$ cat src/core/dats_map.svh
// Purpose: constants for the handshake and row strobe timing selector
// Assumes: 20 MHz clock, classic wishbone slave with 32-bit data
// Notes:   delays are in half clock periods and whole clock edges
// How it works
// - style bit picks wait or acknowledge handshake
// - burst 00, wait style: wait stays inactive
// - burst 00, ack style: ack stays asserted
// - burst 01 wait: strobe gap waits, release next edge
// - burst 01 ack: strobe gap drops ack, next edge
// - burst 10: gap changes output, half-cycle return
// - burst 11 wait: wait follows strobes, no delay
// - burst 11 ack: ack follows strobes, no delay
// - access 00 wait: only delayed accesses wait
// - access 00 ack: ack with access row strobe
// - access 01: half-cycle wait, one-edge ack
// - access 10: delayed wait half-cycle, ack half-cycle
// - access 11 wait: release one edge after strobe
// - access 11 ack: one and half cycle delay
// - row 00: refresh low 2, precharge 1
// - row 01: refresh low 3, precharge 2
// - row 10: refresh low 2, precharge 2
// - row 11: refresh low 4, precharge 3
// - row 00/10: port strobe first edge after grant
// - row 01/11: port strobe second edge after grant
`ifndef DATS_MAP_SVH
`define DATS_MAP_SVH

// register byte offsets
`define DATS_MODE_OFS      4'h0
`define DATS_STAT_OFS      4'h4
// mode register field positions
`define DATS_ROW_LSB       0
`define DATS_ACC_LSB       2
`define DATS_BST_LSB       4
`define DATS_STYLE_BIT     7
`define DATS_MODE_RST      8'h00
// clock figures
`define DATS_CLK_PERIOD_NS 50
`define DATS_HALF_NS       25
// delays in half clock periods
`define DATS_D0T_HALF      3'd0
`define DATS_DHALF_HALF    3'd1
`define DATS_D1T_HALF      3'd2
`define DATS_D1HT_HALF     3'd3
// refresh low, precharge and grant delay in clock edges
`define DATS_LOW_00        3'd2
`define DATS_LOW_01        3'd3
`define DATS_LOW_10        3'd2
`define DATS_LOW_11        3'd4
`define DATS_PRE_00        3'd1
`define DATS_PRE_01        3'd2
`define DATS_PRE_10        3'd2
`define DATS_PRE_11        3'd3
`define DATS_GNT_FIRST     3'd1
`define DATS_GNT_SECOND    3'd2

`endif

$ cat src/core/dats_pkg.sv
// Purpose: types shared by the timing selector
// Assumes: no header is included; the one-hot state codes are written out here
// Notes:   refresh sequencer is one-hot
package dats_pkg;
  typedef enum logic [2:0] {
    DATS_REF_IDLE = 3'b001,
    DATS_REF_LOW  = 3'b010,
    DATS_REF_PRE  = 3'b100
  } dats_ref_t;

  typedef logic [1:0] dats_sel_t;
endpackage

$ cat src/core/dats_top.sv
// Purpose: handshake and row strobe timing selection for a dram controller
// Assumes: pin inputs other than the asynchronous active-low arst_n_i are synchronous to clk_i, active high asserted levels
// Notes:   half-cycle delays round up to the next rising edge
//
// The placing of the registers and the Wishbone slave port were decided locally.
`timescale 1ns/10ps
`include "dats_map.svh"

module dats_top (
  input  wire logic              clk_i,
  input  wire logic              arst_n_i,
  input  wire logic              wb_cyc_i,
  input  wire logic              wb_stb_i,
  input  wire logic              wb_we_i,
  input  wire logic [3:0]        wb_adr_i,
  input  wire logic [3:0]        wb_sel_i,
  input  wire logic [31:0]       wb_dat_i,
  output logic      [31:0]       wb_dat_o,
  output logic                   wb_ack_o,
  input  wire logic              access_hold_req_i,
  input  wire logic              access_ras_i,
  input  wire logic              delayed_access_i,
  input  wire logic              ext_col_strobe_in_i,
  input  wire logic              refresh_req_i,
  input  wire logic              second_port_grant_i,
  output logic                   wait_o,
  output logic                   xfer_ack_out_o,
  output logic                   refresh_ras_o,
  output logic                   precharge_busy_o,
  output logic                   port_ras_start_o
);
  import dats_pkg::*;

  // whole edges for a delay given in half periods; a least time rounds up
  function automatic logic [2:0] half_to_edges(input logic [2:0] h);
    half_to_edges = 3'((4'(h) + 4'd1) >> 1);
  endfunction

  // access delay in edges after the access row strobe
  function automatic logic [2:0] acc_dly(input dats_sel_t f, input logic ack);
    case (f)
      2'b00: acc_dly = half_to_edges(`DATS_D0T_HALF);
      2'b01: acc_dly = ack ? half_to_edges(`DATS_D1T_HALF) : half_to_edges(`DATS_DHALF_HALF);
      2'b10: acc_dly = half_to_edges(`DATS_DHALF_HALF);
      default: acc_dly = ack ? half_to_edges(`DATS_D1HT_HALF) : half_to_edges(`DATS_D1T_HALF);
    endcase
  endfunction

  // burst return delay in edges after the strobes reassert
  function automatic logic [2:0] bst_dly(input dats_sel_t f);
    case (f)
      2'b01:   bst_dly = half_to_edges(`DATS_D1T_HALF);
      2'b10:   bst_dly = half_to_edges(`DATS_DHALF_HALF);
      default: bst_dly = half_to_edges(`DATS_D0T_HALF);
    endcase
  endfunction

  function automatic logic [2:0] ref_low(input dats_sel_t f);
    case (f)
      2'b00:   ref_low = `DATS_LOW_00;
      2'b01:   ref_low = `DATS_LOW_01;
      2'b10:   ref_low = `DATS_LOW_10;
      default: ref_low = `DATS_LOW_11;
    endcase
  endfunction

  function automatic logic [2:0] pre_len(input dats_sel_t f);
    case (f)
      2'b00:   pre_len = `DATS_PRE_00;
      2'b01:   pre_len = `DATS_PRE_01;
      2'b10:   pre_len = `DATS_PRE_10;
      default: pre_len = `DATS_PRE_11;
    endcase
  endfunction

  typedef struct packed {
    logic [7:0]  mode;
    logic        ack;
    logic [31:0] rdat;
    logic        ras_q;
    logic [2:0]  acnt;
    logic        ready;
    logic        gap;
    logic [2:0]  bcnt;
    dats_ref_t   rst;
    logic [2:0]  rcnt;
    logic [2:0]  pcnt;
    logic        gnt_q;
    logic [2:0]  gcnt;
    logic        pstart;
    logic        wait_out;
    logic        ack_out;
  } dats_state_t;

  dats_state_t st_r;
  dats_state_t st_nxt;

  dats_sel_t row_f;
  dats_sel_t acc_f;
  dats_sel_t bst_f;
  logic      style;
  logic      wb_req;
  logic      skip_wait;
  logic [2:0] ad;
  logic [2:0] bd;

  // mode fields decoded from the captured register
  assign row_f = st_r.mode[`DATS_ROW_LSB +: 2];
  assign acc_f = st_r.mode[`DATS_ACC_LSB +: 2];
  assign bst_f = st_r.mode[`DATS_BST_LSB +: 2];
  assign style = st_r.mode[`DATS_STYLE_BIT];
  assign wb_req = wb_cyc_i & wb_stb_i & ~st_r.ack;
  assign ad = acc_dly(acc_f, style);
  assign bd = bst_dly(bst_f);
  // non-delayed accesses skip the access-delay wait in these access settings; burst gaps still wait
  assign skip_wait = ((acc_f == 2'b00) | (acc_f == 2'b10)) & ~delayed_access_i;

  // next-state logic for bus, handshake, refresh and grant timing
  always_comb begin
    st_nxt = st_r;
    // bus slave: one wait-free ack per request, unmapped reads as zero
    st_nxt.ack = wb_req;
    if (wb_req && !wb_we_i) begin
      if (wb_adr_i == `DATS_MODE_OFS) begin
        st_nxt.rdat = {24'h0, st_r.mode};
      end else if (wb_adr_i == `DATS_STAT_OFS) begin
        st_nxt.rdat = {26'h0, st_r.gap, st_r.ready, st_r.pstart,
                       st_r.rst == DATS_REF_PRE, st_r.rst == DATS_REF_LOW, st_r.wait_out};
      end else begin
        st_nxt.rdat = 32'h0;
      end
    end
    // programming: fields change only on a write, never mid-access otherwise
    if (wb_req && wb_we_i && wb_sel_i[0] && wb_adr_i == `DATS_MODE_OFS) begin
      st_nxt.mode = wb_dat_i[7:0];
    end

    // access start: count edges with the access row strobe high
    st_nxt.ras_q = access_ras_i;
    if (!access_hold_req_i) begin
      st_nxt.acnt  = 3'd0;
      st_nxt.ready = 1'b0;
    end else if (access_ras_i) begin
      if (st_r.acnt != 3'd7) begin
        st_nxt.acnt = st_r.acnt + 3'd1;
      end
      if (st_r.acnt >= ad) begin
        st_nxt.ready = 1'b1;
      end
    end

    // burst: strobe gap while the access is held
    if (!access_hold_req_i || !st_r.ready || bst_f == 2'b00) begin
      st_nxt.gap  = 1'b0;
      st_nxt.bcnt = 3'd0;
    end else if (!ext_col_strobe_in_i) begin
      st_nxt.gap  = 1'b1;
      st_nxt.bcnt = 3'd0;
    end else if (st_r.gap) begin
      if (st_r.bcnt >= bd) begin
        st_nxt.gap = 1'b0;
      end else begin
        st_nxt.bcnt = st_r.bcnt + 3'd1;
      end
    end
    // zero-delay burst setting clears on the very edge the strobes return
    if (bst_f == 2'b11 && st_nxt.gap && ext_col_strobe_in_i) begin
      st_nxt.gap = 1'b0;
    end

    // handshake outputs, only the selected style is ever active
    if (style) begin
      st_nxt.ack_out  = access_hold_req_i & st_nxt.ready & ~st_nxt.gap;
      st_nxt.wait_out = 1'b0;
    end else begin
      st_nxt.ack_out  = 1'b0;
      st_nxt.wait_out = access_hold_req_i &
                        (st_nxt.gap | (~st_nxt.ready & ~skip_wait));
    end

    // precharge after an access row strobe ends
    if (st_r.pcnt != 3'd0) begin
      st_nxt.pcnt = st_r.pcnt - 3'd1;
    end
    if (st_r.ras_q && !access_ras_i) begin
      st_nxt.pcnt = pre_len(row_f);
    end

    // refresh row strobe: low time then precharge, set by row timing
    case (st_r.rst)
      DATS_REF_IDLE: begin
        if (refresh_req_i && !access_ras_i && st_r.pcnt == 3'd0) begin
          st_nxt.rst  = DATS_REF_LOW;
          st_nxt.rcnt = ref_low(row_f);
        end
      end
      DATS_REF_LOW: begin
        if (st_r.rcnt == 3'd1) begin
          st_nxt.rst  = DATS_REF_PRE;
          st_nxt.rcnt = pre_len(row_f);
        end else begin
          st_nxt.rcnt = st_r.rcnt - 3'd1;
        end
      end
      DATS_REF_PRE: begin
        if (st_r.rcnt == 3'd1) begin
          st_nxt.rst  = DATS_REF_IDLE;
          st_nxt.rcnt = 3'd0;
        end else begin
          st_nxt.rcnt = st_r.rcnt - 3'd1;
        end
      end
      default: begin
        st_nxt.rst  = DATS_REF_IDLE;
        st_nxt.rcnt = 3'd0;
      end
    endcase

    // second-port grant change starts a row strobe one or two edges later
    st_nxt.gnt_q  = second_port_grant_i;
    st_nxt.pstart = 1'b0;
    if (st_r.gcnt != 3'd0) begin
      st_nxt.gcnt = st_r.gcnt - 3'd1;
      if (st_r.gcnt == 3'd1) begin
        st_nxt.pstart = 1'b1;
      end
    end
    if (second_port_grant_i != st_r.gnt_q) begin
      if (row_f[0]) begin
        st_nxt.gcnt = `DATS_GNT_SECOND - 3'd1;
      end else begin
        st_nxt.gcnt   = 3'd0;
        st_nxt.pstart = 1'b1;
      end
    end
  end

  // single state register; reset values are constants only
  always_ff @(posedge clk_i or negedge arst_n_i) begin
    if (!arst_n_i) begin
      st_r      <= '0;
      st_r.mode <= `DATS_MODE_RST;
      st_r.rst  <= DATS_REF_IDLE;
    end else begin
      st_r <= st_nxt;
    end
  end

  // every output straight from the state register
  assign wb_ack_o         = st_r.ack;
  assign wb_dat_o         = st_r.rdat;
  assign wait_o           = st_r.wait_out;
  assign xfer_ack_out_o   = st_r.ack_out;
  assign refresh_ras_o    = (st_r.rst == DATS_REF_LOW);
  assign precharge_busy_o = (st_r.rst == DATS_REF_PRE) | (st_r.pcnt != 3'd0);
  assign port_ras_start_o = st_r.pstart;

  // checks next to the logic they guard
  property p_style_excl;
    @(posedge clk_i) disable iff (!arst_n_i)
      !(wait_o && xfer_ack_out_o);
  endproperty
  a_style_excl: assert property (p_style_excl) else $error("wait and ack both active");

  property p_bst00_ack;
    @(posedge clk_i) disable iff (!arst_n_i)
      (style && bst_f == 2'b00 && xfer_ack_out_o && access_hold_req_i && !wb_req)
        |=> xfer_ack_out_o;
  endproperty
  a_bst00_ack: assert property (p_bst00_ack) else $error("ack dropped in no-wait burst");

  property p_bst00_wait;
    @(posedge clk_i) disable iff (!arst_n_i)
      (!style && bst_f == 2'b00 && st_r.ready && access_hold_req_i && !wb_req)
        |=> !wait_o;
  endproperty
  a_bst00_wait: assert property (p_bst00_wait) else $error("wait in no-wait burst");

  property p_bst01_ret;
    @(posedge clk_i) disable iff (!arst_n_i)
      (bst_f == 2'b01 && st_r.gap && ext_col_strobe_in_i && access_hold_req_i && !wb_req)
        ##1 (ext_col_strobe_in_i && access_hold_req_i && !wb_req)
        |=> !st_r.gap;
  endproperty
  a_bst01_ret: assert property (p_bst01_ret) else $error("burst return late");

  property p_bst11_follow;
    @(posedge clk_i) disable iff (!arst_n_i)
      (bst_f == 2'b11 && style && st_r.ready && access_hold_req_i && !wb_req)
        |=> (xfer_ack_out_o == $past(ext_col_strobe_in_i) || !access_hold_req_i);
  endproperty
  a_bst11_follow: assert property (p_bst11_follow) else $error("ack not following strobes");

  property p_acc00_ack;
    @(posedge clk_i) disable iff (!arst_n_i)
      (style && acc_f == 2'b00 && access_ras_i && access_hold_req_i && !st_r.ras_q
       && ext_col_strobe_in_i && !wb_req) |=> xfer_ack_out_o;
  endproperty
  a_acc00_ack: assert property (p_acc00_ack) else $error("ack late for access setting 00");

  property p_acc11_ack;
    @(posedge clk_i) disable iff (!arst_n_i)
      (style && acc_f == 2'b11 && access_ras_i && !st_r.ras_q && access_hold_req_i && !wb_req)
        |=> !xfer_ack_out_o ##1 !xfer_ack_out_o;
  endproperty
  a_acc11_ack: assert property (p_acc11_ack) else $error("ack early for access setting 11");

  property p_ref_low;
    @(posedge clk_i) disable iff (!arst_n_i)
      ($rose(refresh_ras_o) && row_f == 2'b11 && !wb_req) |-> refresh_ras_o[*4] ##1 !refresh_ras_o;
  endproperty
  a_ref_low: assert property (p_ref_low) else $error("refresh low time wrong");

  property p_ref_low00;
    @(posedge clk_i) disable iff (!arst_n_i)
      ($rose(refresh_ras_o) && row_f == 2'b00 && !wb_req) |-> refresh_ras_o[*2] ##1 !refresh_ras_o;
  endproperty
  a_ref_low00: assert property (p_ref_low00) else $error("refresh low time wrong");

  property p_gnt_first;
    @(posedge clk_i) disable iff (!arst_n_i)
      (second_port_grant_i != st_r.gnt_q && !row_f[0]) |=> port_ras_start_o;
  endproperty
  a_gnt_first: assert property (p_gnt_first) else $error("port strobe not on first edge");

  property p_gnt_second;
    @(posedge clk_i) disable iff (!arst_n_i)
      (second_port_grant_i != st_r.gnt_q && row_f[0] && !wb_req)
        |=> !port_ras_start_o ##1 port_ras_start_o;
  endproperty
  a_gnt_second: assert property (p_gnt_second) else $error("port strobe not on second edge");

  property p_mode_hold;
    @(posedge clk_i) disable iff (!arst_n_i)
      !(wb_req && wb_we_i) |=> $stable(st_r.mode);
  endproperty
  a_mode_hold: assert property (p_mode_hold) else $error("mode changed without a write");

  // half-cycle burst return rounds up to the same edge count as the 01 setting
  property p_bst10_ret;
    @(posedge clk_i) disable iff (!arst_n_i)
      (bst_f == 2'b10 && st_r.gap && ext_col_strobe_in_i && access_hold_req_i && !wb_req)
        ##1 (ext_col_strobe_in_i && access_hold_req_i && !wb_req)
        |=> !st_r.gap;
  endproperty
  a_bst10_ret: assert property (p_bst10_ret) else $error("burst return late");

  // ack one edge after the access row strobe, provided the access is still held
  property p_acc01_ack;
    @(posedge clk_i) disable iff (!arst_n_i)
      (style && acc_f == 2'b01 && access_ras_i && !st_r.ras_q && access_hold_req_i && !wb_req)
        ##1 (access_hold_req_i && access_ras_i && !wb_req)
        |=> xfer_ack_out_o;
  endproperty
  a_acc01_ack: assert property (p_acc01_ack) else $error("ack late for access setting 01");

  // wait style with the longest access delay always inserts a wait state first
  property p_acc11_wait;
    @(posedge clk_i) disable iff (!arst_n_i)
      (!style && acc_f == 2'b11 && access_ras_i && !st_r.ras_q && access_hold_req_i && !wb_req)
        |=> wait_o;
  endproperty
  a_acc11_wait: assert property (p_acc11_wait) else $error("no wait for access setting 11");

  property p_ref_low01;
    @(posedge clk_i) disable iff (!arst_n_i)
      ($rose(refresh_ras_o) && row_f == 2'b01 && !wb_req)
        |-> refresh_ras_o[*3] ##1 !refresh_ras_o;
  endproperty
  a_ref_low01: assert property (p_ref_low01) else $error("refresh low time wrong");

  // refresh precharge length; a refresh starts only with the access strobe low and no access precharge left
  property p_ref_pre11;
    @(posedge clk_i) disable iff (!arst_n_i)
      ($fell(refresh_ras_o) && row_f == 2'b11 && !wb_req)
        |-> precharge_busy_o[*3] ##1 !precharge_busy_o;
  endproperty
  a_ref_pre11: assert property (p_ref_pre11) else $error("refresh precharge wrong");

  // main scenarios worth seeing at least once
  c_refresh: cover property (@(posedge clk_i) disable iff (!arst_n_i) $fell(refresh_ras_o));
  c_burst:   cover property (@(posedge clk_i) disable iff (!arst_n_i)
                             st_r.gap && xfer_ack_out_o == 1'b0 && style);
  c_wait:    cover property (@(posedge clk_i) disable iff (!arst_n_i) $fell(wait_o));
  c_grant:   cover property (@(posedge clk_i) disable iff (!arst_n_i) port_ras_start_o);

endmodule

$ cat config.mk
export PLATFORM = sky130hd
export DESIGN_NAME = dats_top
export DESIGN_NICKNAME = d
export VERILOG_FILES = /design/src/core/dats_pkg.sv /design/src/core/dats_top.sv
export VERILOG_INCLUDE_DIRS = /design/src /design/src/core
export SDC_FILE = /design/constraint.sdc
export NUM_CORES = 1
export LEC_CHECK = 0
export BUFFER_PORTS_ARGS = -buffer_cell sky130_fd_sc_hd__buf_4
export CAP_MARGIN = 15
export CORE_MARGIN = 5
export CORE_UTILIZATION = 40
export CTS_CLUSTER_SIZE = 16
export DETAILED_ROUTE_END_ITERATION = 6
export GPL_ROUTABILITY_DRIVEN = 0
export PLACE_DENSITY = 0.73
export RECOVER_POWER = 100
export SLEW_MARGIN = 20
export SYNTH_ARGS = -nofsm -noshare
export SYNTH_HDL_FRONTEND = slang
export SYNTH_SLANG_ARGS = --single-unit
$ cat constraint.sdc
create_clock -name clk_i -period 2.7 [get_ports clk_i]
set_input_delay 0 -clock clk_i [delete_from_list [all_inputs] [get_ports clk_i]]
set_output_delay 0 -clock clk_i [all_outputs]
set_load 0.02 [all_outputs]
After elaboration in Yosys (flattened, before gate mapping)
Cells that the tools add are included.
{"block": "word_totals", "register_bits": 66, "in_bits": 51, "out_inout_bits": 38}
{"block": "op_classes", "add_sub_neg": 5, "n_lt_le_gt_ge": 2, "eq_ne": 22, "muxes": 31, "bitwise": 15, "reduce_logical": 31}
{"op": "4-bit two-way mux", "n": 7}
{"op": "3-bit two-way mux", "n": 8}
{"op": "6-bit one-hot mux with 3 select lines", "n": 1}
{"op": "6-bit two-way mux", "n": 2}
{"op": "3-bit by 1-bit equality test with 1-bit output (second input constant)", "n": 3}
{"op": "1-bit logical AND", "n": 9}
{"op": "3-bit by 1-bit subtractor with 3-bit output (second input constant)", "n": 3}
{"op": "2-bit equality test (second input constant)", "n": 4}
{"op": "8-bit two-way mux", "n": 1}
{"op": "2-bit by 1-bit != test with 1-bit output (second input constant)", "n": 4}
{"op": "2-bit one-hot mux with 2 select lines", "n": 2}
{"op": "2-bit OR reduction", "n": 4}
{"op": "1-bit bitwise AND", "n": 7}
{"op": "1-bit two-way mux", "n": 7}
{"op": "3-bit by 1-bit adder with 3-bit output (second input constant)", "n": 2}
{"op": "2-bit by 1-bit equality test with 1-bit output (second input constant)", "n": 3}
{"op": "3-bit greater-or-equal comparator", "n": 2}
{"op": "2-bit logical NOT", "n": 3}
{"op": "3-bit != test (second input constant)", "n": 2}
{"op": "3-bit one-hot mux with 2 select lines", "n": 1}
{"op": "3-bit nonzero test", "n": 2}
{"op": "1-bit NOT", "n": 5}
{"op": "4-bit by 3-bit equality test with 1-bit output (second input constant)", "n": 1}
{"op": "1-bit logical NOT", "n": 4}
{"op": "other kinds (13)", "n": 19}

Depth between registers and ports, before layout
Gate-level depths: netlist of run 1.
{"block": "logic_depth", "ltp_word": 14, "ltp_mapped": 9, "ltp_nobuf": 9}

Worst setup path after synthesis of run 1
OpenSTA, ideal clock, no wires.
{"block": "synth_timing", "path_kind": "register to register", "start": "register st_r (netlist bit acc_f[1])", "end": "register st_r (netlist bit wait_o)", "setup_time_ns": 0.077, "arrival_time_ns": 1.978, "required_time_ns": 2.623, "slack_ns": 0.644, "path_stages_with_launch": 10, "path_buffers": 0, "cell_sequence": "dfrtp_1 > inv_1 > ha_1 > inv_1 > mux2i_1 > ha_1 > nand2b_1 > a2111oi_0 > o221ai_1 > a21oi_1"}
{"item": "start: declaration", "line_no": "dats_top.sv:95", "rtl": "dats_state_t st_r;"}
{"item": "start signal: assignment", "line_no": "dats_top.sv:245", "rtl": "st_r <= st_nxt;"}

==> results.md, run 1 <==
* Status: complete, no violations
* Core ar. at a little under 0.006 mm²
* WP data arrival at 2490 ps
* RSZ-0062 raised after global routing: false
* DRT iter0 DRCs at ~110
* Post-synth EDFFs at 0
* Final period util at 0.842
* Final Total Pwr at ~1800 µW
* Final setup viols at 0
* Dominant cell by count in the synthesized netlist: dfrtp_1
* Initial Utilization at 0.413
* Largest area contributor in the netlist: dfrtp_1
* Reg clk slew, reported paths at ~80 ps
* Setup TNS at 0 ps
* DP HPWL at 3.64 mm
* Critical Path Source Type: flop
* Largest family of logic cells by synthesized area: buffers and inverters
* Syn avg cell area at 9.74 µm²
* Vias in the first global route at ~1700
* Fin crit period at 2270 ps
* Post-CTS setup buffer count at 0
* VDD IR max at around 0.26 mV
* Primary FF master, synth: dfrtp_1
* Net count, final at 363
* Buffers on Ports at 37
* CTS tree: yes
* Top post-synthesis cells by area: dfrtp_1 (42%), ha_1 (10%), buf_4 (10%)
* Cell Area, Synth at around 0.0024 mm²
* Synth Area in Compound Gates at 0.110
* Slowest-stage cell, CP: a2111oi_0
* Die Span Y at roughly 90 µm
* Gr ovfl total at 0
* Flops & latches, synth at 42
* Syn. warnings at 0
* Vias/cell at around 4.7
* WL/cell at 13.1 µm
* Routed WL at between 4 and 5 mm
* Simple-gate share of the synthesized area at 0.141
* Clk Latency, worst-skew pair at 290 ps
* TritonRoute pass-1 iters at 4
* Critical path endpoint category: flop
* Share of layout cells above drive strength 1 at 0.113
* CTS max path bufs at 2
* Diodes inserted at 0
* IO Pins at a little under 90
* Register area share after synthesis at 0.430
* Layout Area Growth over Synthesis at 14.4%
* CP bufs+invs at 2
* CP max stage delay at ~550 ps
* Root Driver: clkbuf_8
* Final Hold Vio Count at 0
* List of most frequent post-synthesis cells: dfrtp_1 (41), buf_4 (33), inv_1 (22)
* Max-Cap Viols at 0
* Slew Limit Fails at 0
* Layout Skew at about 9.0 ps
* DIE AREA at between 0.007 and 0.008 mm²
* Critical Path RT at 2920 ps
* Syn Inst Count at 251
* GRT Resource Usage Total at 0.133
* Drt drc at 0
* Slew HR at 0.302
* Top-area cell type share of the netlist area at 0.420
* Placed cells at approximately 350
* Row cnt at 28
* CTS buffer count at 5
* Post-CTS resize count at 0
* CP max FO at 4
* Highest clock rate at approximately 0.44 GHz
* First-pass GRT wire length at about 8.0 mm
* # H-tree levels at 2
* Post-Synth XOR/XNOR Area at 0.0215
* Fraction of registers with async set/reset at 1.00
* Post-route insts no fill at between 300 and 400
* Antenna violations before repair at 0
* Die W at between 80 and 90 µm
* Final core utilization at 0.473
* Top delay family on crit path: compound AO/OA/AOI/OAI gates
* Synth Area in Adders at 0.102
* Distinct cells, synth at 41
* Pwr dens at ~640 mW/mm²
* Sinks on Clock Net at 42
* CP Cell Sequence: inv_1 -> ha_1 -> inv_1 -> mux2i_1 -> ha_1 -> nand2b_1 -> a2111oi_0 -> o221ai_1 -> a21oi_1
* Antenna-violating nets left at 0
* Pin count of the biggest net entering global routing at 43
* Hold Crit Class: in -> reg
* Via count at between 1500 and 2000
* Setup CP Type: reg -> reg
* Mux share of post-synthesis cell area at 0.0507
* Leak pwr at between 0.001 and 0.0015 µW
* Least-Margin Pin Slew at 1040 ps
-- stage by stage --
stage	setup slack, ps	hold WS [ps]	cell area (µm²)
floorplan	644	-296	2530
global placement	514	17.4	2640
detailed placement	433	22.4	2640
CTS	418	39.5	2860
global route	134	33.2	2800
finish	428	42.9	2800
-- per-layer routing --
layer  global-route usage  up-vias  wire (µm)
met1                0.170      812       2190
met3               0.0414        4        241
met5                    0        -          0
li1                     -      869          -
met4               0.0330        0         48
met2                0.218       37       2340
-- sequential cells by signal, indices dropped and copies added (netlist names) --
signal            count
st_r                 24
wait_o                1
bst_f                 2
port_ras_start_o      1
wb_ack_o              1
xfer_ack_out_o        1
acc_f                 2
row_f                 2
wb_dat_o              8
-- cell usage in the layout (no fill, tap or decap), types with 2 or more instances in the layout --
cell	Yosys	layout
a21oi_1	10	10
xnor2_1	4	4
buf_4	33	21
o32ai_1	2	2
o21ai_0	16	16
clkbuf_8	0	5
nor2b_1	5	5
a22o_1	2	2
nor2_1	19	19
inv_1	22	22
conb_1	1	24
nor3b_1	2	2
mux2_2	3	3
ha_1	20	20
xor2_1	2	2
nor3_1	2	2
nand2b_1	4	4
mux2i_1	9	9
or3_1	3	3
clkbuf_1	4	16
dlygate4sd3_1	0	12
dfrtp_1	41	41
o31ai_1	4	4
nor4_1	2	2
nand3b_1	3	3
nand2_1	21	21
-- worst reg2reg max path, delay by kind of cell, from the launching register on --
kind | cells | cell delay (ps)
AOI/OAI and AO/OA | 3 | 940
adders and majority gates | 2 | 510
buffers and inverters | 2 | 110
DFF | 1 | 400
muxes | 1 | 130
and+or+nand+nor | 1 | 130
-- path summary, 6_finish.rpt --
path / start / to / slack (ps) / cells after the start
max in group asynchronous: arst_n_i / wb_dat_o[1] / 1650 / 2
max reg2reg: acc_f[1] / wait_o / 430 / 9
min in group asynchronous: arst_n_i / st_r[10] / 410 / 2
max: acc_f[1] / wait_o / 430 / 9
min reg2reg: wb_dat_o[5] / wb_dat_o[5] / 480 / 2
min: wb_we_i / wb_dat_o[2] / 40 / 3
-- repair_timing --
action | CTS | global route
setup endpoints to repair | 0 | 0
hold buffers | 12 | 0
hold endpoints to repair | 54 | 0
-- report_power, final --
part           internal [µW]  total (µW)  switching (µW)
combinational            216         527             312
clock                    277         489             212
sequential               717         788            71.0
-- kinds of logic after synthesis --
| kind of cell | count (synthesis) |
|---|---|
| flip-flops | 42 |
| other | 1 |
| AO/OA/AOI/OAI | 43 |
| adder cells (fa/ha/maj) | 20 |
| AND/OR/NAND/NOR | 67 |
| multiplexers | 12 |
| buffers and inverters | 60 |
| XOR/XNOR | 6 |
-- layout make-up --
| class | instances | area (µm²) |
|---|---|---|
| Clock buffer | 7 | 76.3 |
| Fill cell | 566 | 3120 |
| Multi-Input combinational cell | 172 | 1120 |
| Sequential cell | 42 | 1050 |
| Inverter | 22 | 82.6 |
| Tap cell | 75 | 93.8 |
| Clock inverter | 1 | 30.0 |
| Timing Repair Buffer | 49 | 343 |
Power figures use the tool's default switching activity.
==> run 2: changes to the inputs <==
==> constraint.sdc (replaced) <==
create_clock -name clk_i -period 2.1 [get_ports clk_i]
set_input_delay 0 -clock clk_i [delete_from_list [all_inputs] [get_ports clk_i]]
set_output_delay 0 -clock clk_i [all_outputs]
set_load 0.02 [all_outputs]
==> run 2 against run 1 <==
  * Maximum frequency rose by 16%
  * Design area rose by 3.1%
  * Routed wire length shrank 1.8%
  * Critical path type unchanged
  * Largest power group unchanged
  * First-iteration DRC count fell by 42%
  * Power up 40%
  * Core utilization up 1.5 points
==> results.md, run 2 (synthesis gave the netlist of run 1 again) <==
* WL/cell at roughly 13 µm
* Final Hold Vio Count at 0
* CTS max path bufs at 2
* Share of layout cells above drive strength 1 at 0.135
* Row cnt at 28
* Highest clock rate at roughly 0.51 GHz
* Number of flip-flops under the largest register name at 24
* DP HPWL at roughly 3.6 mm
* Worst reg-to-reg setup slack at ~140 ps
* Least-Margin Pin Slew at 1040 ps
* WP data arrival at approximately 2200 ps
* Vias in the first global route at around 1700
* Most frequent cells in the layout: dfrtp_1 (41), conb_1 (24), buf_4 (22)
* Critical Path Source Type: flop
* Met3 usage at 0.0357
* Via count at approximately 1700
* DIE AREA at between 0.007 and 0.008 mm²
* Reg clk slew, reported paths at approximately 80 ps
* Gr ovfl total at 0
* Post-layout instance area at roughly 0.0029 mm²
* Final setup viols at 0
* Sinks on Clock Net at between 40 and 50
* Setup CP Type: reg -> reg
* WHS Endpoint: wb_dat_o[1]
* Slew Limit Fails at 0
* Layout Area Growth over Synthesis at 18.0%
* Net count, final at between 300 and 400
* RSZ-0062 raised after global routing: true
* Routed WL at 4.73 mm
* IO Pins at just under 90
* Final core utilization at 0.487
* DRT iter0 DRCs at between 60 and 70
* Hold Crit Depth at 3
* Post-route insts no fill at roughly 370
* CTS buffer count at 5
* Core ar. at about 0.006 mm²
* Critical Path RT at around 2300 ps
* Max-Cap Viols at 0
* First-pass GRT wire length at 7.78 mm
* Placed cell areas at between 0.002 and 0.003 mm²
* # H-tree levels at 2
* R2r worst-path depth at 9
* Fin crit period at ~2000 ps
* Pwr dens at 876 mW/mm²
* TritonRoute pass-1 iters at 4
* Largest Register: st_r
* Diodes inserted at 0
* Hold path start: wb_we_i
* Antenna-violating nets left at 0
* Vias/cell at between 4 and 5
* Reg2reg start: acc_f[1]
* Crit. Startpoint: acc_f[1]
* M1 GR Usage at 0.171
* Slew HR at 0.310
* Final Total Pwr at 2530 µW
* Final period util at 0.934
* Buffers on Ports at 37
* Root Driver: clkbuf_8
* Hold Crit Class: in -> reg
* Status: complete, no violations
* Commonest non-fill, non-tap cell in the layout: dfrtp_1
* Drt drc at 0
* R2R Path End: wait_o
* Met2 Use GR at 0.208
* Leak pwr at approximately 0.0014 µW
* Most Used Layer, Global Route: met2
* Initial Utilization at 0.413
* Die W at 88.2 µm
* CP max FO at 4
* Placed cells at 351
* Die Span Y at slightly below 90 µm
* VDD IR max at approximately 0.37 mV
* Layout Skew at 4.82 ps
* GRT Resource Usage Total at 0.130
* CTS tree: yes
* Critical path endpoint category: flop
* Clk Latency, worst-skew pair at ~290 ps
* Antenna violations before repair at 0
* Pin count of the biggest net entering global routing at 43
## run 2: worst max-delay path by stage
| stage | end | slack [ps] | depth (start not counted) |
|---|---|---|---|
| finish | wait_o | 140 | 9 |
| global route | wait_o | 0.7 | 9 |
| CTS | wait_o | 8 | 9 |
| detailed placement | wait_o | -150 | 9 |
| global placement | wait_o | -40 | 9 |
| floorplan | wait_o | 40 | 9 |
## run 2: metal layers
layer / vias to the layer above / part of all wire / routed length (µm)
li1: 871 / - / -
met1: 786 / 0.45 / 2130
met2: 41 / 0.48 / 2280
met3: 4 / 0.059 / 277
met4: 0 / 0.011 / 53
met5: - / 0 / 0
## run 2: critical path, cell delays in order, from the launching register on
cell and delay, ps:
dfrtp_1 410, inv_2 70, ha_4 260, inv_2 20, mux2i_1 130, ha_1 250
nand2b_4 150, a2111oi_4 300, o221ai_1 140, a21oi_1 160
## run 2: stage by stage
step | TNS, ps | setup WS (ps) | hold slack, ps
global placement | -72.2 | -39.3 | 19.2
CTS | 0 | 7.93 | 21.9
finish | 0 | 138 | 31.2
floorplan | 0 | 44.2 | -296
detailed placement | -268 | -154 | 23.4
global route | 0 | 0.688 | 22.6
## run 2: where the power goes
group	internal (µW)	switching (µW)	leakage [µW]	total, µW
clock network	507	279	0.0000714	786
registers	922	91.5	0.000532	1010
logic	311	416	0.000786	727
total	1740	787	0.00139	2530
## run 2: final cells by class
| cell class | instances | area, µm² |
|---|---|---|
| well taps | 75 | 93.8 |
| multi-input cells | 172 | 1160 |
| fillers | 568 | 3040 |
| clock inverters | 2 | 60.1 |
| flip-flops and latches | 42 | 1050 |
| inverters | 22 | 82.6 |
| repair buffers | 52 | 354 |
| clock buffers | 6 | 82.6 |
## run 2: timing repair
| item | CTS | global route |
|---|---|---|
| hold buffers | 12 | 0 |
| pin swaps | 0 | 5 |
| cloned | 0 | 0 |
| hold endpoints to repair | 54 | 0 |
| setup endpoints to repair | 2 | 2 |
| gates resized for setup | 3 | 4 |
| buffers inserted | 0 | 0 |
==> run 3: changes to the inputs <==
--- a/config.mk
+++ b/config.mk
@@ -13,7 +13,7 @@
 export CTS_CLUSTER_SIZE = 16
 export DETAILED_ROUTE_END_ITERATION = 6
 export GPL_ROUTABILITY_DRIVEN = 0
-export PLACE_DENSITY = 0.73
+export PLACE_DENSITY = 0.75
 export RECOVER_POWER = 100
 export SLEW_MARGIN = 20
 export SYNTH_ARGS = -nofsm -noshare
==> constraint.sdc (replaced) <==
create_clock -name clk_i -period 1.7 [get_ports clk_i]
set_input_delay 0 -clock clk_i [delete_from_list [all_inputs] [get_ports clk_i]]
set_output_delay 0 -clock clk_i [all_outputs]
set_load 0.02 [all_outputs]
==> run 3 against run 2 <==
  * The flow now finishes with violations (negative setup slack)
  * Critical path depth stayed put
  * Sequential share of layout area is 0.27 points lower
  * Sequential power is 24% higher
  * Non-clock buffer count is 8 higher
  * Clock power is 14% lower
  * Routed wire length is 2.7% higher
  * Power is 14% higher
  * Worst hold slack worse by 13 ps
  * Worst setup slack worse by 380 ps
  * Cell count is 2.2% higher
  * Combinational power is 31% higher
  * Design area is 0.74% higher
==> results.md, run 3 (synthesis gave the netlist of run 1 again) <==
* Diodes inserted at 0
* Highest clock rate at slightly above 0.5 GHz
* Critical Path Source Type: flop
* TritonRoute pass-1 iters at 4
* Most frequent cells in the layout: dfrtp_1 (41), buf_4 (28), conb_1 (24)
* Antenna-violating nets left at 0
* Sinks on Clock Net at 42
* Slew Limit Fails at 0
* Largest Register: st_r
* Fillers at about 550
* Layout Skew at just under 9 ps
* RSZ-0062 raised after global routing: true
* Initial Utilization at 0.413
* Drt drc at 0
* CP bufs+invs at 2
* DRT iter0 DRCs at between 90 and 100
* WP data arrival at approximately 2100 ps
* Gr ovfl total at 0
* DP HPWL at roughly 3.7 mm
* WL/cell at around 13 µm
* Layout Area Growth over Synthesis at 18.8%
* Core ar. at approximately 0.0059 mm²
* CTS buffer count at 5
* CP Cell Sequence: inv_2 -> ha_4 -> inv_2 -> mux2i_1 -> ha_1 -> nand2b_4 -> a2111oi_4 -> nor3b_2 -> and3_1
* Pin count of the biggest net entering global routing at 43
* Slew HR at 0.310
* Top delay family on crit path: adder cells
* Placed cells at about 360
* Critical Path RT at 1890 ps
* Root Driver: clkbuf_8
* Least-Margin Pin Slew at around 1000 ps
* Sequential standard cell area at between 0.001 and 0.0015 mm²
* Hold Crit Class: in -> reg
* Final setup viols at 3
* Final Hold Vio Count at 0
* IO Pins at just under 90
* VDD IR max at ~0.43 mV
* Critical path endpoint category: flop
* Final period util at 1.15
* Slowest-stage cell, CP: dfrtp_1
* Routed WL at 4.86 mm
* Post-layout instance area at 0.00291 mm²
* CTS max path bufs at 2
* Net count, final at between 300 and 400
* CP max stage delay at slightly below 400 ps
* Status: complete, but fails checks
* Pwr dens at approximately 1000 mW/mm²
* Row cnt at 28
* Die Span Y at roughly 88 µm
* Crit path top cell by count: inv_2
* Multi-input logic area at between 0.001 and 0.0015 mm²
* Die W at between 80 and 90 µm
* Violated checks: negative setup slack
* Vias/cell at 4.72
* # H-tree levels at 2
* Vias in the first global route at approximately 1700
* Buffers on Ports at 37
* Number of flip-flops under the largest register name at 24
* DIE AREA at about 0.0078 mm²
* Antenna violations before repair at 0
* Clk Latency, worst-skew pair at approximately 300 ps
* Reg clk slew, reported paths at approximately 80 ps
* PnR worst setup slack at -247 ps
* Fin crit period at ~2000 ps
* Minimum hold slack at 17.7 ps
* Max-Cap Viols at 0
* Share of layout cells above drive strength 1 at 0.174
* Placed cell areas at ~0.0027 mm²
* Dpl ws at -212 ps
* Via count at between 1500 and 2000
* GRT Resource Usage Total at 0.130
* CP max FO at 3
* CTS tree: yes
* First-pass GRT wire length at about 7.7 mm
* Setup CP Type: reg -> reg
* Leak pwr at ~0.0014 µW
* Post-route insts no fill at about 380
* Commonest non-fill, non-tap cell in the layout: dfrtp_1
[run 3: per-stage QoR]
step	power [µW]	utilization	TNS (ps)
floorplan	1960	-	-255
global placement	2180	0.460	-324
detailed placement	2220	0.460	-487
CTS	2940	0.497	-505
global route	3080	0.491	-1470
finish	2880	0.491	-670
[run 3: repair_timing]
action | in CTS | in global routing
setup buffers | 1 | 2
endpoints found under the hold margin | 55 | 0
setup endpoints to repair | 3 | 7
gates resized for setup | 0 | 7
hold buffers | 12 | 0
pin swaps | 0 | 2
[run 3: final timing paths]
kind                                from          endpoint  slack [ps]  cells after the start
worst max register to register  acc_f[1]    xfer_ack_out_o        -250                      9
worst min register to register   st_r[4]  port_ras_start_o         470                      1
worst min-delay path             wb_we_i       wb_dat_o[2]          20                      3
min in group asynchronous       arst_n_i          st_r[19]         410                      2
max in group asynchronous       arst_n_i           st_r[4]         660                      2
worst max-delay path            acc_f[1]    xfer_ack_out_o        -250                      9
[run 3: cell type report]
| class | count | share of cell area |
|---|---|---|
| timing repair buffer | 60 | 0.141 |
| clock inverter | 2 | 0.00431 |
| clock buffer | 6 | 0.0284 |
| multi-input combinational | 172 | 0.403 |
| inverter | 22 | 0.0284 |
| tap | 75 | 0.0323 |
| sequential | 42 | 0.362 |
[run 3: worst min-delay path, cell delays in order]
cell     delay (ps)
buf_4            90
or3_1           110
o21ai_0          70
[run 3: metal layers]
metal	GRT usage	up-vias	wire length (µm)
met5	0	-	0
met4	0.0536	0	86
met3	0.0376	6	307
met2	0.209	44	2360
met1	0.162	851	2100
li1	-	887	-
[run 3: power breakdown]
part / total, µW / internal (µW) / switching, µW
combinational: 949 / 411 / 538
clock: 678 / 327 / 351
sequential: 1250 / 1140 / 110
